--- src/rtl/spc_pkg.sv ---
// Functional notes
// - Detect mode-fault, overrun, parity; one error interrupt.
// - Master receive with auto-stop halts clock, no overrun.
// - Software bit enables serial clock auto-stop.
// - Four slave-select lines, numbered 0 to 3.
// - Single master drives all four select lines.
// - Multi-master: line 0 input, others output/unused.
// - Slave: line 0 input, lines 1-3 unused.
// - Select-to-clock delay 1 to 8 periods.
// - Clock-stop-to-negate delay 1 to 8 periods.
// - Next-access idle wait 1 to 8 periods.
// - Up to eight commands run in a loop.
// - Each command carries its own transfer settings.
// - Master transfer starts on transmit buffer write.
// - Idle MOSI level selectable by software.
// - Interrupts on receive full, transmit empty.
// - Idle interrupt while no transfer runs.
// - Event pulses: rx full, tx empty, error, idle, end.
// - Status flags for tx empty, rx full.
// - Each output pin push-pull or open-drain.
// - Software init returns transfer state to start.
// - Module stop freezes state; divider count and event pulses clear.
// - Master clock divides system clock by 2..32768.
// - Slave clock at most clk/8, phases >= 4 cycles.
// - Frames 8-16, 20, 24, 32 bits; MSB/LSB first.
// - 128-bit double buffers, up to four frames.
package spc_pkg;
    localparam int          CMD_NUM    = 8;
    localparam int          FRM_NUM    = 4;
    localparam int          WORD_W     = 32;
    localparam int          BR_W       = 11;
    localparam int          SLV_HALF   = 4;
    localparam logic [1:0]  MODE_SINGLE = 2'h0;
    localparam logic [1:0]  MODE_MULTI  = 2'h1;
    localparam logic [1:0]  MODE_SLAVE  = 2'h2;
    // Command word layout
    localparam int          CF_CPHA    = 0;
    localparam int          CF_CPOL    = 1;
    localparam int          CF_BRDV    = 2;
    localparam int          CF_SSLA    = 4;
    localparam int          CF_LSBF    = 6;
    localparam int          CF_LEN     = 7;
    localparam int          CF_BURST   = 11;
    localparam int          CF_SCKD    = 12;
    localparam int          CF_SLND    = 15;
    localparam int          CF_SPND    = 18;
    localparam int          CMD_W      = 21;
    localparam logic [20:0] CMD_RST    = 21'h000000;
    localparam logic [3:0]  SSL_RST    = 4'hF;

    typedef enum logic [2:0] {ST_IDLE, ST_LEAD, ST_XFER, ST_WAIT, ST_LAG, ST_NEXT, ST_SLAVE} spc_state_t;

    function automatic logic [5:0] spc_len_bits(input logic [3:0] c);
        if (c <= 4'h8) begin
            return 6'h08 + {2'h0, c};
        end else if (c == 4'h9) begin
            return 6'h14;
        end else if (c == 4'hA) begin
            return 6'h18;
        end
        return 6'h20;
    endfunction
endpackage

--- src/rtl/spc_baud_if.sv ---
`timescale 1ns/100ps
interface spc_baud_if;
    logic        run;
    logic [10:0] spbr;
    logic [1:0]  brdv;
    logic        tick;
    modport ctl (output run, output spbr, output brdv, input tick);
    modport gen (input run, input spbr, input brdv, output tick);
endinterface

--- src/rtl/spc_sync.sv ---
`timescale 1ns/100ps
module spc_sync import spc_pkg::*; #(
    parameter int W = 4
) (
    input  wire logic         clk_i,
    input  wire logic         rst_n_i,
    input  wire logic [W-1:0] d_i,
    output logic      [W-1:0] q_o
);
    logic [W-1:0] s1_r;

    always_ff @(posedge clk_i) begin
        if (!rst_n_i) begin
            s1_r <= '0;
            q_o  <= '0;
        end else begin
            s1_r <= d_i;
            q_o  <= s1_r;
        end
    end
endmodule

--- src/rtl/spc_baud.sv ---
`timescale 1ns/100ps
module spc_baud import spc_pkg::*; (
    input  wire logic clk_i,
    input  wire logic rst_n_i,
    spc_baud_if.gen   bif
);
    logic [14:0] cnt_r;
    logic [14:0] half_w;
    logic [14:0] lim_w;

    // Half period is (spbr+1) << brdv cycles
    assign half_w = (15'(bif.spbr) + 15'h0001) << bif.brdv;
    assign lim_w  = half_w - 15'h0001;

    always_ff @(posedge clk_i) begin
        if (!rst_n_i || !bif.run) begin
            cnt_r    <= 15'h0000;
            bif.tick <= 1'b0;
        end else if (cnt_r == lim_w) begin
            cnt_r    <= 15'h0000;
            bif.tick <= 1'b1;
        end else begin
            cnt_r    <= cnt_r + 15'h0001;
            bif.tick <= 1'b0;
        end
    end
endmodule

--- src/rtl/spc_top.sv ---
`timescale 1ns/100ps
module spc_top import spc_pkg::*; (
    input  wire logic          CLK_I,
    input  wire logic          RESET_N_I,
    input  wire logic          MSTOP_I,
    input  wire logic          SW_INIT_I,
    input  wire logic [1:0]    MODE_I,
    input  wire logic [10:0]   SPBR_I,
    input  wire logic [2:0]    SEQ_LAST_I,
    input  wire logic [1:0]    FRAMES_I,
    input  wire logic          CLOCK_AUTOSTOP_EN_I,
    input  wire logic          PAR_EN_I,
    input  wire logic          PAR_ODD_I,
    input  wire logic          LOOPBACK_I,
    input  wire logic          OD_EN_I,
    input  wire logic          MOSI_IDLE_I,
    input  wire logic [3:0]    SSL_POL_I,
    input  wire logic          CMD_WE_I,
    input  wire logic [2:0]    CMD_IDX_I,
    input  wire logic [20:0]   CMD_DATA_I,
    input  wire logic          TX_WE_I,
    input  wire logic [31:0]   TX_DATA_I,
    input  wire logic          RX_RD_I,
    input  wire logic          ERR_CLR_I,
    input  wire logic          SCK_I,
    input  wire logic          MOSI_I,
    input  wire logic          MISO_I,
    input  wire logic [3:0]    SSL_I,
    output logic               SCK_O,
    output logic               SCK_OE_O,
    output logic               MOSI_O,
    output logic               MOSI_OE_O,
    output logic               MISO_O,
    output logic               MISO_OE_O,
    output logic [3:0]         SSL_O,
    output logic [3:0]         SSL_OE_O,
    output logic [127:0]       RX_DATA_O,
    output logic               TX_BUFFER_EMPTY_FLAG_O,
    output logic               RX_BUFFER_FULL_FLAG_O,
    output logic               MODF_O,
    output logic               OVRF_O,
    output logic               PERF_O,
    output logic               IRQ_ERR_O,
    output logic               IRQ_IDLE_O,
    output logic               EV_RXFULL_O,
    output logic               EV_TXEMPTY_O,
    output logic               EV_ERR_O,
    output logic               EV_IDLE_O,
    output logic               EV_TXEND_O
);
    // ****************************************
    // Storage and state
    // ****************************************
    spc_state_t       st_r;
    logic [CMD_W-1:0] cmd_r [CMD_NUM];
    logic [2:0]       cidx_r;
    logic [31:0]      tx_buf_r [FRM_NUM];
    logic [31:0]      sh_buf_r [FRM_NUM];
    logic [31:0]      rx_wk_r [FRM_NUM];
    logic [1:0]       tx_wp_r, frm_r;
    logic [31:0]      tx_sh_r, rx_sh_r;
    logic [5:0]       bit_r;
    logic [3:0]       dcnt_r;
    logic             tx_par_r, rx_par_r, sck_r, ssl_on_r, rxp_r, s_sck_prev_r;
    logic             tx_empty_r, rx_full_r, modf_r, ovr_r, per_r, idle_r;
    logic             s_sck, s_mosi, s_miso, s_ssl0;

    spc_baud_if bif ();

    // ****************************************
    // Decode
    // ****************************************
    wire [CMD_W-1:0] cur      = cmd_r[MODE_I == MODE_SLAVE ? 3'h0 : cidx_r];
    wire             cpha     = cur[CF_CPHA];
    wire             cpol     = cur[CF_CPOL];
    wire             lsbf     = cur[CF_LSBF];
    wire             burst    = cur[CF_BURST];
    wire [1:0]       ssla     = cur[CF_SSLA+:2];
    wire [5:0]       len      = spc_len_bits(cur[CF_LEN+:4]);
    wire             slave    = MODE_I == MODE_SLAVE;
    wire             multi    = MODE_I == MODE_MULTI;
    wire             ssl0_act = s_ssl0 == SSL_POL_I[0];
    wire             tick     = bif.tick;
    wire [2:0]       dsel     = st_r == ST_LEAD ? cur[CF_SCKD+:3] :
                                st_r == ST_LAG  ? cur[CF_SLND+:3] : cur[CF_SPND+:3];
    wire             dly_done = tick && dcnt_r == {dsel, 1'b1};
    wire [5:0]       sh_amt   = 6'h20 - len;

    // Serial edges: master from divider, slave from synced pin
    wire             m_edge   = st_r == ST_XFER && tick;
    wire             s_edge   = st_r == ST_SLAVE && s_sck != s_sck_prev_r;
    wire             new_lvl  = slave ? s_sck : ~sck_r;
    wire             edge_w   = m_edge || s_edge;
    wire             lead     = edge_w && new_lvl != cpol;
    wire             trail    = edge_w && new_lvl == cpol;
    wire             samp     = cpha ? trail : lead;
    wire             drv      = cpha ? lead : trail;
    wire             last     = bit_r == len - 6'h01;
    wire             dbit     = lsbf ? tx_sh_r[0] : tx_sh_r[31];
    wire             out_bit  = (PAR_EN_I && last) ? (tx_par_r ^ PAR_ODD_I) : dbit;
    wire             rx_in    = LOOPBACK_I ? out_bit : (slave ? s_mosi : s_miso);
    wire [31:0]      nsh      = lsbf ? {rx_in, rx_sh_r[31:1]} : {rx_sh_r[30:0], rx_in};
    wire [31:0]      rx_src   = cpha ? nsh : rx_sh_r;
    wire [31:0]      rx_word  = lsbf ? rx_src >> sh_amt : rx_src;
    wire             fdone    = trail && (cpha ? last : bit_r == len);
    wire             rnd_done = fdone && frm_r == FRAMES_I;
    wire             start_m  = st_r == ST_IDLE && !slave && !tx_empty_r && !modf_r;
    wire             start_s  = st_r == ST_IDLE && slave && ssl0_act;
    wire             take_w   = (start_m || (start_s && !tx_empty_r) ||
                                (st_r == ST_SLAVE && rnd_done && !tx_empty_r)) && !MSTOP_I;
    wire             run      = !MSTOP_I;
    wire             next_end = st_r == ST_NEXT && dly_done;

    // Errors: hardware set wins over software clear
    wire modf_set = run && ((multi && ssl0_act && st_r != ST_IDLE) ||
                    (st_r == ST_SLAVE && !ssl0_act && (bit_r != 6'h00 || frm_r != 2'h0)));
    wire per_set  = run && samp && last && PAR_EN_I && ((rx_par_r ^ rx_in) != PAR_ODD_I);
    wire ovr_set  = run && rxp_r && rx_full_r && !(CLOCK_AUTOSTOP_EN_I && !slave);
    wire rx_store = run && rxp_r && !rx_full_r;
    wire idle_w   = (st_r == ST_IDLE) && tx_empty_r;

    function automatic logic [31:0] align(input logic [31:0] w, input logic lf, input logic [5:0] s);
        return lf ? w : w << s;
    endfunction

    assign bif.run  = run && (st_r == ST_LEAD || st_r == ST_XFER || st_r == ST_LAG || st_r == ST_NEXT);
    assign bif.spbr = SPBR_I;
    assign bif.brdv = cur[CF_BRDV+:2];

    spc_baud u_baud (
        .clk_i   (CLK_I),
        .rst_n_i (RESET_N_I),
        .bif     (bif.gen)
    );

    // Two-stage sync; slave phases of four cycles stay visible
    spc_sync #(.W(4)) u_sync (
        .clk_i   (CLK_I),
        .rst_n_i (RESET_N_I),
        .d_i     ({SCK_I, MOSI_I, MISO_I, SSL_I[0]}),
        .q_o     ({s_sck, s_mosi, s_miso, s_ssl0})
    );

    // ****************************************
    // Command table and transmit buffer
    // ****************************************
    always_ff @(posedge CLK_I) begin
        if (!RESET_N_I) begin
            for (int i = 0; i < CMD_NUM; i++) begin
                cmd_r[i] <= CMD_RST;
            end
        end else if (CMD_WE_I && run) begin
            cmd_r[CMD_IDX_I] <= CMD_DATA_I;
        end
    end

    always_ff @(posedge CLK_I) begin
        if (!RESET_N_I || SW_INIT_I) begin
            tx_wp_r    <= 2'h0;
            tx_empty_r <= 1'b1;
        end else if (run) begin
            if (take_w) begin
                tx_empty_r <= 1'b1;
            end else if (TX_WE_I && tx_empty_r) begin
                tx_buf_r[tx_wp_r] <= TX_DATA_I;
                tx_wp_r           <= tx_wp_r == FRAMES_I ? 2'h0 : tx_wp_r + 2'h1;
                tx_empty_r        <= tx_wp_r != FRAMES_I;
            end
        end
    end

    // ****************************************
    // Transfer sequencer
    // ****************************************
    always_ff @(posedge CLK_I) begin
        if (!RESET_N_I || SW_INIT_I) begin
            st_r         <= ST_IDLE;
            cidx_r       <= 3'h0;
            frm_r        <= 2'h0;
            bit_r        <= 6'h00;
            dcnt_r       <= 4'h0;
            tx_sh_r      <= 32'h00000000;
            rx_sh_r      <= 32'h00000000;
            tx_par_r     <= 1'b0;
            rx_par_r     <= 1'b0;
            sck_r        <= 1'b0;
            ssl_on_r     <= 1'b0;
            rxp_r        <= 1'b0;
            s_sck_prev_r <= 1'b0;
        end else if (run) begin
            s_sck_prev_r <= s_sck;
            if (rxp_r && (!rx_full_r || ovr_set)) begin
                rxp_r <= 1'b0;
            end
            if (start_m || start_s) begin
                sh_buf_r <= tx_buf_r;
                tx_sh_r  <= align(tx_buf_r[0], lsbf, sh_amt);
                frm_r    <= 2'h0;
                bit_r    <= 6'h00;
                tx_par_r <= 1'b0;
                rx_par_r <= 1'b0;
                rx_sh_r  <= 32'h00000000;
                dcnt_r   <= 4'h0;
                sck_r    <= cpol;
            end
            if (samp) begin
                rx_sh_r  <= nsh;
                bit_r    <= bit_r + 6'h01;
                tx_par_r <= tx_par_r ^ out_bit;
                rx_par_r <= rx_par_r ^ rx_in;
                tx_sh_r  <= lsbf ? tx_sh_r >> 1 : tx_sh_r << 1;
            end
            if (fdone) begin
                rx_wk_r[frm_r] <= rx_word;
                bit_r          <= 6'h00;
                tx_par_r       <= 1'b0;
                rx_par_r       <= 1'b0;
                rx_sh_r        <= 32'h00000000;
                frm_r          <= rnd_done ? 2'h0 : frm_r + 2'h1;
                tx_sh_r        <= align(sh_buf_r[rnd_done ? 2'h0 : frm_r + 2'h1], lsbf, sh_amt);
                rxp_r          <= rnd_done;
            end
            if (take_w && st_r == ST_SLAVE) begin
                sh_buf_r <= tx_buf_r;
                tx_sh_r  <= align(tx_buf_r[0], lsbf, sh_amt);
            end
            case (st_r)
                ST_IDLE: begin
                    if (start_s) begin
                        st_r <= ST_SLAVE;
                    end else if (start_m) begin
                        st_r     <= ST_LEAD;
                        ssl_on_r <= 1'b1;
                    end
                end
                ST_LEAD: begin
                    dcnt_r <= tick ? dcnt_r + 4'h1 : dcnt_r;
                    if (dly_done) begin
                        st_r <= ST_XFER;
                    end
                end
                ST_XFER: begin
                    if (tick) begin
                        sck_r <= ~sck_r;
                    end
                    if (rnd_done) begin
                        st_r   <= ST_WAIT;
                        dcnt_r <= 4'h0;
                    end
                end
                ST_WAIT: begin
                    if (!rxp_r) begin
                        st_r <= ST_LAG;
                    end
                end
                ST_LAG: begin
                    dcnt_r <= tick ? dcnt_r + 4'h1 : dcnt_r;
                    if (dly_done) begin
                        st_r     <= ST_NEXT;
                        dcnt_r   <= 4'h0;
                        ssl_on_r <= burst && !tx_empty_r;
                    end
                end
                ST_NEXT: begin
                    dcnt_r <= tick ? dcnt_r + 4'h1 : dcnt_r;
                    if (dly_done) begin
                        st_r   <= ST_IDLE;
                        cidx_r <= cidx_r == SEQ_LAST_I ? 3'h0 : cidx_r + 3'h1;
                    end
                end
                ST_SLAVE: begin
                    if (!ssl0_act) begin
                        st_r <= ST_IDLE;
                    end
                end
                default: begin
                    st_r <= ST_IDLE;
                end
            endcase
            if (multi && ssl0_act && st_r != ST_IDLE && st_r != ST_SLAVE) begin
                st_r     <= ST_IDLE;
                ssl_on_r <= 1'b0;
            end
        end
    end

    // ****************************************
    // Receive buffer, flags and events
    // ****************************************
    always_ff @(posedge CLK_I) begin
        if (!RESET_N_I || SW_INIT_I) begin
            rx_full_r    <= 1'b0;
            modf_r       <= 1'b0;
            ovr_r        <= 1'b0;
            per_r        <= 1'b0;
            idle_r       <= 1'b0;
            RX_DATA_O    <= '0;
            IRQ_ERR_O    <= 1'b0;
            EV_RXFULL_O  <= 1'b0;
            EV_TXEMPTY_O <= 1'b0;
            EV_ERR_O     <= 1'b0;
            EV_IDLE_O    <= 1'b0;
            EV_TXEND_O   <= 1'b0;
        end else if (run) begin
            if (rx_store) begin
                RX_DATA_O <= {rx_wk_r[3], rx_wk_r[2], rx_wk_r[1], rx_wk_r[0]};
            end
            rx_full_r    <= rx_store || (rx_full_r && !RX_RD_I);
            modf_r       <= modf_set || (modf_r && !ERR_CLR_I);
            ovr_r        <= ovr_set || (ovr_r && !ERR_CLR_I);
            per_r        <= per_set || (per_r && !ERR_CLR_I);
            IRQ_ERR_O    <= modf_set || ovr_set || per_set ||
                            ((modf_r || ovr_r || per_r) && !ERR_CLR_I);
            idle_r       <= idle_w;
            EV_RXFULL_O  <= rx_store;
            EV_TXEMPTY_O <= take_w;
            EV_ERR_O     <= modf_set || ovr_set || per_set;
            EV_IDLE_O    <= idle_w && !idle_r;
            EV_TXEND_O   <= next_end && tx_empty_r;
        end else begin
            EV_RXFULL_O  <= 1'b0;
            EV_TXEMPTY_O <= 1'b0;
            EV_ERR_O     <= 1'b0;
            EV_IDLE_O    <= 1'b0;
            EV_TXEND_O   <= 1'b0;
        end
    end

    assign TX_BUFFER_EMPTY_FLAG_O = tx_empty_r;
    assign RX_BUFFER_FULL_FLAG_O  = rx_full_r;
    assign MODF_O                 = modf_r;
    assign OVRF_O                 = ovr_r;
    assign PERF_O                 = per_r;
    assign IRQ_IDLE_O             = idle_r;

    // ****************************************
    // Pin drivers
    // ****************************************
    logic [3:0] ssl_val, ssl_oe;
    logic       out_r;
    wire        m_act   = !slave;
    wire        out_nxt = (m_act && !ssl_on_r) ? MOSI_IDLE_I :
                          (drv || (st_r != ST_XFER && st_r != ST_SLAVE)) ? out_bit : out_r;

    genvar k;
    generate
        for (k = 0; k < 4; k++) begin : g_ssl
            wire act = ssl_on_r && ssla == 2'(k);
            assign ssl_val[k] = act ? SSL_POL_I[k] : ~SSL_POL_I[k];
            // Line 0 is an input in multi and slave; all lines idle in slave
            assign ssl_oe[k]  = !slave && (MODE_I == MODE_SINGLE || k != 0) &&
                                (!OD_EN_I || !ssl_val[k]);
        end
    endgenerate

    always_ff @(posedge CLK_I) begin
        if (!RESET_N_I) begin
            out_r     <= 1'b0;
            SCK_O     <= 1'b0;
            SCK_OE_O  <= 1'b0;
            MOSI_OE_O <= 1'b0;
            MISO_OE_O <= 1'b0;
            SSL_O     <= SSL_RST;
            SSL_OE_O  <= 4'h0;
        end else if (run) begin
            out_r     <= out_nxt;
            SCK_O     <= sck_r;
            SCK_OE_O  <= m_act && (!OD_EN_I || !sck_r);
            MOSI_OE_O <= m_act && (!OD_EN_I || !out_nxt);
            MISO_OE_O <= st_r == ST_SLAVE && (!OD_EN_I || !out_nxt);
            SSL_O     <= ssl_val;
            SSL_OE_O  <= ssl_oe;
        end
    end

    assign MOSI_O = out_r;
    assign MISO_O = out_r;
endmodule

--- config.mk ---
export PLATFORM = sky130hd
export DESIGN_NAME = spc_top
export DESIGN_NICKNAME = d
export VERILOG_FILES = /design/src/rtl/spc_pkg.sv /design/src/rtl/spc_baud_if.sv /design/src/rtl/spc_sync.sv /design/src/rtl/spc_baud.sv /design/src/rtl/spc_top.sv
export SDC_FILE = /design/constraint.sdc
export NUM_CORES = 2
export LEC_CHECK = 0
export ABC_CLOCK_PERIOD_IN_PS = 46500
export BUFFER_PORTS_ARGS = -buffer_cell sky130_fd_sc_hd__buf_2
export CAP_MARGIN = 20
export CORE_MARGIN = 4
export CORE_UTILIZATION = 40
export DETAILED_ROUTE_END_ITERATION = 10
export GPL_TIMING_DRIVEN = 0
export PLACE_DENSITY = 0.61
export SYNTH_ARGS = -nofsm -noshare
export SYNTH_HDL_FRONTEND = slang
export SYNTH_SLANG_ARGS = --single-unit
--- constraint.sdc ---
create_clock -name CLK_I -period 46.5 [get_ports CLK_I]
set_clock_uncertainty 0.05 [all_clocks]
set_input_delay 2.325 -clock CLK_I [delete_from_list [all_inputs] [get_ports CLK_I]]
set_output_delay 2.325 -clock CLK_I [all_outputs]
set_load 0.01 [all_outputs]
== After elaboration in Yosys (flattened, before gate mapping) ==
Memory sizes are Yosys's and may differ from the RTL's. A register that Yosys moved wholly into a read port is not among the register bits.
Index checks and enable logic that the tools add are counted.
Widths: inputs -> output; s select.

* Word-level logic and storage cells: 352
* Output and inout bits: 154
* Bits in writable memories: 296
* Memories: 2
* Flip-flop bits (word level): 395

* Magnitude comparators: 4
* Reductions and logical operators: 139
* Mux-type cells: 97
* Eq/ne operators: 37
* Bitwise gates (word level): 13
* Shifts and indexed selects: 4
* Add/subtract/negate cells: 11

{| class="wikitable"
|+ Memories
! memory !! words !! bits a word !! rd ports !! clocked after memory_dff !! write ports !! RTL line !! RTL
|-
| cmd_r || 8 || 21 || 1 || 0 || 8 || spc_top.sv:55 || <nowiki>logic [CMD_W-1:0] cmd_r [CMD_NUM];</nowiki>
|-
| rx_wk_r || 4 || 32 || 4 || 4 || 1 || spc_top.sv:59 || <nowiki>logic [31:0] rx_wk_r [FRM_NUM];</nowiki>
|}

{| class="wikitable"
|+ Operators by type and width
! operator !! number
|-
| $mux 32 || 16
|-
| $mux 128 || 2
|-
| $bwmux 128 || 1
|-
| $bmux 32 s2 || 1
|-
| $demux 32 s2 || 1
|-
| $shl 32x6->32 || 2
|-
| $logic_and 1x1->1 || 62
|-
| $mux 1 || 43
|-
| $mux 3 || 14
|-
| $mux 6 || 7
|-
| $shr 32x6->32 || 1
|-
| $logic_or 1x1->1 || 28
|-
| $ne 3x2->1 const B || 8
|-
| $mux 21 || 1
|-
| $pmux 3 s7 || 1
|-
| $reduce_or 21->1 || 1
|-
| $logic_not 1->1 || 20
|-
| $mux 4 || 4
|-
| $add 15x1->15 const B || 1
|-
| $eq 15x15->1 || 1
|-
| $shl 15x2->15 || 1
|-
| $sub 15x1->15 const B || 1
|-
| $add 11x1->12 const B || 1
|-
| $eq 6x6->1 || 2
|-
| 42 further kinds || 85
|}

== Logic depth before layout (Yosys ltp) ==
An unclocked memory read counts as a cell.

* Depth after elaboration: 22
* Depth in mapped cells: 27
* Mapped depth without buffers: 19

== Modules after synthesis ==
From an unflattened synthesis, not the netlist that was laid out.

* Cells, all modules: 3935
* Area, all modules: 40900.5 um2

{| class="wikitable"
|+ Modules (own cells, without submodules)
! module !! seq. area each (um2) !! area each (um2) !! times used !! cells each
|-
| spc_top || 21440.6 || 38431.9 || 1 || 3617
|-
| spc_baud || 320.3 || 2258.4 || 1 || 302
|-
| spc_sync || 160.2 || 210.2 || 1 || 16
|}

== Worst setup path after synthesis ==
No wires, ideal clock.

* Kind: input port to flip-flop
* From: input port MODE_I[0]
* To: register sh_buf_r[0] (netlist name), enable pin
* Setup time: 810 ps
* Setup slack: 29093 ps
* Path buffers: 8
* Data required time: 45640 ps
* Stages: 23
* Arrival time: 16547 ps
* Cell sequence: nand2b_4 > buf_6 > and2_1 > buf_4 > o221ai_1 > a211oi_1 > inv_1 > clkbuf_1 > buf_1 > buf_1 > clkbuf_1 > ha_1 > xor2_1 > a21oi_1 > o32a_1 > nand2b_1 > a211o_4 > nor3b_1 > o21ba_2 > clkbuf_1 > nand3_1 > clkbuf_1 > a21boi_0

* Word-level cells in the longest chain between the ends: 20

{| class="wikitable"
|+ RTL lines
! what !! RTL line !! RTL
|-
| from (decl) || spc_top.sv:7 || <nowiki>input wire logic [1:0] MODE_I,</nowiki>
|-
| $eq 2x2->1 (*) || spc_top.sv:73, spc_top.sv:80 ||
|-
| $mux 3 || spc_top.sv:73 || <nowiki>wire [CMD_W-1:0] cur = cmd_r[MODE_I == MODE_SLAVE ? 3'h0 : cidx_r];</nowiki>
|-
| $mem_v2 8x21 || n/a ||
|-
| $eq 4x4->1 || spc_pkg.sv:58 || <nowiki>end else if (c == 4'hA) begin</nowiki>
|-
| $mux 1 || spc_pkg.sv:58 ||
|-
| $mux 1 || spc_pkg.sv:56 || <nowiki>end else if (c == 4'h9) begin</nowiki>
|-
| $mux 1 || spc_pkg.sv:54 || <nowiki>if (c <= 4'h8) begin</nowiki>
|-
| $mux 6 || spc_pkg.sv:61 || <nowiki>return 6'h20;</nowiki>
|-
| [3 not listed] || n/a ||
|-
| $logic_and 1x1->1 || spc_top.sv:105 || <nowiki>wire fdone = trail && (cpha ? last : bit_r == len);</nowiki>
|-
| $logic_and 1x1->1 || spc_top.sv:106 || <nowiki>wire rnd_done = fdone && frm_r == FRAMES_I;</nowiki>
|-
| $logic_and 1x1->1 (2 in series) || spc_top.sv:110 || <nowiki>(st_r == ST_SLAVE && rnd_done && !tx_empty_r)) && !MSTOP_I;</nowiki>
|-
| $logic_or 1x1->1 || spc_top.sv:109 || <nowiki>wire take_w = (start_m || (start_s && !tx_empty_r) ||</nowiki>
|-
| $logic_and 1x1->1 || spc_top.sv:110 ||
|-
| $logic_and 1x1->1 || spc_top.sv:223 || <nowiki>if (take_w && st_r == ST_SLAVE) begin</nowiki>
|-
| $reduce_bool 2->1 (no source line) (*) || n/a ||
|-
| $reduce_and 3->1 (no source line) (*) || n/a ||
|-
| to (signal assigned) || spc_top.sv:196 || <nowiki>sh_buf_r <= tx_buf_r;</nowiki>
|-
| to (signal assigned) || spc_top.sv:224 || <nowiki>sh_buf_r <= tx_buf_r;</nowiki>
|-
| to (decl) || spc_top.sv:58 || <nowiki>logic [31:0] sh_buf_r [FRM_NUM];</nowiki>
|}

Mark *: on every way between the ends. The rest lies on a longest branch, timed or not.
A chain may end at the register's enable or synchronous reset.

== Worst setup path in the final report ==
* From: input port MODE_I[0]
* To: register tx_sh_r[25]

* Word-level cells in the longest chain between the ends: 22

{| class="wikitable"
|+ RTL lines
! what !! RTL line !! RTL
|-
| $eq 2x2->1 (*) || spc_top.sv:73, spc_top.sv:80 ||
|-
| $mux 3 || spc_top.sv:73 ||
|-
| $mem_v2 8x21 || n/a ||
|-
| $eq 4x4->1 || spc_pkg.sv:58 ||
|-
| $mux 1 || spc_pkg.sv:58 ||
|-
| $mux 1 || spc_pkg.sv:56 ||
|-
| $mux 1 || spc_pkg.sv:54 ||
|-
| $mux 6 || spc_pkg.sv:61 ||
|-
| [5 not listed] || n/a ||
|-
| $mux 2 || spc_top.sv:220 || <nowiki>tx_sh_r <= align(sh_buf_r[rnd_done ? 2'h0 : frm_r + 2'h1], lsbf, sh_amt);</nowiki>
|-
| $not 2->3 || spc_top.sv:220 ||
|-
| $bmux 32 s2 || spc_top.sv:220 ||
|-
| $mux 32 (2 in series) || spc_top.sv:220 ||
|-
| $shl 32x6->32 || spc_top.sv:123 || <nowiki>return lf ? w : w << s;</nowiki>
|-
| $mux 32 || spc_top.sv:123 ||
|-
| $mux 32 || spc_top.sv:213 || <nowiki>if (fdone) begin</nowiki>
|-
| $mux 32 || spc_top.sv:223 ||
|-
| to (signal assigned) || spc_top.sv:211 || <nowiki>tx_sh_r <= lsbf ? tx_sh_r >> 1 : tx_sh_r << 1;</nowiki>
|-
| to (signal assigned) || spc_top.sv:220 ||
|-
| to (signal assigned) || spc_top.sv:225 || <nowiki>tx_sh_r <= align(tx_buf_r[0], lsbf, sh_amt);</nowiki>
|-
| to (decl) || spc_top.sv:61 || <nowiki>logic [31:0] tx_sh_r, rx_sh_r;</nowiki>
|}

Mark *: on every way between the ends. The rest lies on a longest branch, timed or not. The select of a mux whose other input is x is not followed.

==> flow_summary.toml <==
[timing]
rsz0062_at_grt = "no"
tightest_slew_ns = 1.18
hold_slack_ns = 0.359
tns_ns = 0
final-setup-viol-count = 0
min_period_ns = 12.17
max_clock_freq_ghz = 0.0822
fin_crit_sh = 0.262
relSlewSlack = 0.213
finalMaxSlewViolations = 0
hold_violations = 0

[logic_synthesis]
synth_nets = 4011
synthArstFlopShare = 0
synth_xor_xnor_area_share = 0.0161
synth-seq-cells = 819
synth_compound_area_frac = 0.159
synth_ff_type = "edfxtp_1"
ys.warnings.count = 0
ys_seq_area_frac = 0.547
synth_top_family_by_area = "compound AO/OA/AOI/OAI gates"
synth_edf_count = 552
synth_mux_area_frac = 0.0802
synthSimpleGateAreaFrac = 0.158
synth_area_mm2 = 0.0401
syn_inst = 3895
synthAdderAreaFrac = 0.00531
avgSynthCellArea_um2 = 10.3
netlist-cell-type-count = 107

[critical_path]
worst_path_most_repeated_cell = "clkbuf_1"
path_max_fanout = 11
cpPeakStageDelay_ns = 0.91
required_ns = 47.09
crit_path_end_kind = "register"
cp-start-kind = "input pin"
worst_path_max_delay_cell = "clkbuf_1"
critPathArrivalTime_ns = 12.76
path_class = "input pin to register"

[global_routing]
antenna_found_initial = 8
grtUsageTotal = 0.282
grt_pass1_vias = 31900
grt_max_degree = 33
overflow = 0
grt_pass1_wl_um = 222000

[die]
die_w_um = 325
start_util = 0.406
dieHeight_um = 325
rows = 115
coreArea_mm2 = 0.0989
pin_count = 253
dieArea_mm2 = 0.105

[clocking]
clock-sinks = 819
post-cts-setup-buffer-count = 0
cts_tree = "done"
numCtsBuffers = 89
holdBufCountCts = 0
cts_buffer_depth = 3
cts-root-buf = "clkbuf_16"
htree_levels = 3
worst_skew_pair.late_latency_ns = 0.69
cts_resized = 0
clk_pin_slew_ns = 0.07

[power]
p_leak_nw = 16.3
peakVddDrop_mv = 0.0332
p_per_area_mw_per_mm2 = 37.9
power_mw = 1.76

[layout]
fin_cells = 5614
drive_gt1_frac = 0.130
syn2layout_area_growth_pct = 15.7
fin_util = 0.469
num-fill-cells = 9227
num-nets-final = 4367

[place]
place_hpwl_um = 116000
port_buffers = 246
globalplace.congestion = 1.04
dp.cells = 5447

[routing]
final_antenna_net_count = 0
wl_um = 155000
drt_iter0_drc = 3209
dr.pass1.iters = 7
vias_per_cell = 5.95
via_count = 33400
wl_per_cell_um = 27.6
drc = 0

[run_status]
status = "finished clean"

[hold_path]
holdCritPathClass = "register to register"

[run]
drv_cap = 0
-- synthesized netlist by cell type (23+ instances only) --
master / count / share of area
o21ai_0: 164 / 0.020
nor3b_1: 25 / 0.0047
mux2i_1: 253 / 0.063
a22oi_1: 29 / 0.0054
a211oi_1: 28 / 0.0052
a31oi_1: 39 / 0.0061
mux2_2: 33 / 0.0093
xor2_1: 41 / 0.0090
a21oi_1: 358 / 0.045
dfxtp_1: 267 / 0.13
o211ai_1: 43 / 0.0081
and2_1: 195 / 0.030
xnor2_1: 31 / 0.0068
o22ai_1: 55 / 0.0086
o221ai_1: 32 / 0.0070
edfxtp_1: 552 / 0.41
inv_1: 41 / 0.0038
a221oi_1: 23 / 0.0050
nand3_1: 73 / 0.0091
nand2_1: 547 / 0.051
clkbuf_1: 199 / 0.019
buf_1: 38 / 0.0036
nor2_1: 341 / 0.032
and3_1: 27 / 0.0042
nor3_1: 45 / 0.0056
buf_2: 31 / 0.0039
-- where the power goes --
| group | leakage [nW] | switching, mW | internal (mW) |
|---|---|---|---|
| combinational | 7.57 | 0.169 | 0.0639 |
| sequential | 7.24 | 0.00495 | 0.788 |
| clock | 1.48 | 0.301 | 0.430 |
-- routing by layer --
layer | routed length [µm] | global-route usage | up-vias | part of all wire
met3 | 13400 | 0.0635 | 413 | 0.087
met2 | 71200 | 0.456 | 1627 | 0.46
met4 | 7820 | 0.129 | 6 | 0.050
met1 | 62300 | 0.363 | 16400 | 0.40
li1 | - | - | 15000 | -
met5 | 37 | 0 | - | 0.00024
-- through the flow --
| step | setup WS, ns | instance area, µm² |
|---|---|---|
| floorplan | 29.09 | 40100 |
| global placement | 20.79 | 42900 |
| detailed placement | 34.07 | 43400 |
| CTS | 34.76 | 46400 |
| global route | 34.42 | 46400 |
| finish | 34.33 | 46400 |
-- flip-flops by register name, indices dropped and copies added (netlist names), 2 cells and up --
name          count
cmd_r           168
RX_DATA_O       128
rx_wk_r         128
sh_buf_r        128
tx_buf_r        128
rx_sh_r          32
tx_sh_r          32
u_baud.cnt_r     15
bit_r             6
SSL_OE_O          4
SSL_O             4
dcnt_r            4
u_sync.q_o        4
u_sync.s1_r       4
cidx_r            3
st_r              3
frm_r             2
tx_wp_r           2
-- area by class of cell --
class                   count  area (µm²)  area share
repair buffers            265        1620      0.0350
well taps                1287        1610      0.0347
diodes                      1        2.50   0.0000539
clock inverters            50         569      0.0123
inverters                  44         165     0.00356
flip-flops and latches    819       21900       0.472
plain buffers             284        1190      0.0258
clock buffers             116        2440      0.0527
multi-input cells        2748       16900       0.364
-- worst max-delay path, delay by kind of cell --
| kind | cells | cell delay (ns) |
|---|---|---|
| xor+xnor | 1 | 0.27 |
| fa+ha+maj | 1 | 0.42 |
| simple gates | 2 | 0.34 |
| compound gates | 12 | 4.30 |
| buf+inv | 9 | 4.58 |
| mux | 2 | 0.44 |
-- path summary, 6_finish.rpt --
check	depth (start not counted)	endpoint	slack [ns]	from
setup reg to reg	25	tx_sh_r[25]	35.70	cidx_r[1]
hold / removal	0	sh_buf_r[52]	0.36	tx_buf_r[52]
setup / recovery	27	tx_sh_r[25]	34.33	MODE_I[0]
hold reg to reg	0	sh_buf_r[52]	0.36	tx_buf_r[52]
-- placed cells by master, fill, tap and decap left out, drive strengths merged, types with 11 or more instances in the layout --
cell type / count
nand2: 550
o221a: 13
ha: 17
xnor2: 31
o22a: 12
and2: 196
o21ai: 171
o221ai: 33
nor2: 344
inv: 53
buf: 350
nand3: 74
a31oi: 42
a211oi: 29
nor3: 46
mux2i: 253
dfxtp: 267
a311oi: 13
mux2: 40
nand3b: 21
o21a: 11
a221oi: 24
a22oi: 29
clkinv: 29
clkbuf: 315
a221o: 16
edfxtp: 552
xor2: 42
nand2b: 24
nor3b: 25
o211ai: 44
or3: 14
and3: 27
o31ai: 17
o22ai: 56
a21o: 13
nand4: 12
a21oi: 360
-- logic make-up (layout without fill, tap and decap cells) --
group                    Yosys count  in the layout
flip-flops                       819            819
XOR/XNOR                          73             73
AO/OA/AOI/OAI                    983            983
multiplexers                     303            303
other                              0              1
adder cells (fa/ha/maj)           17             17
buffers and inverters            328            759
AND/OR/NAND/NOR                 1372           1372
Power figures use the tool's default switching activity.
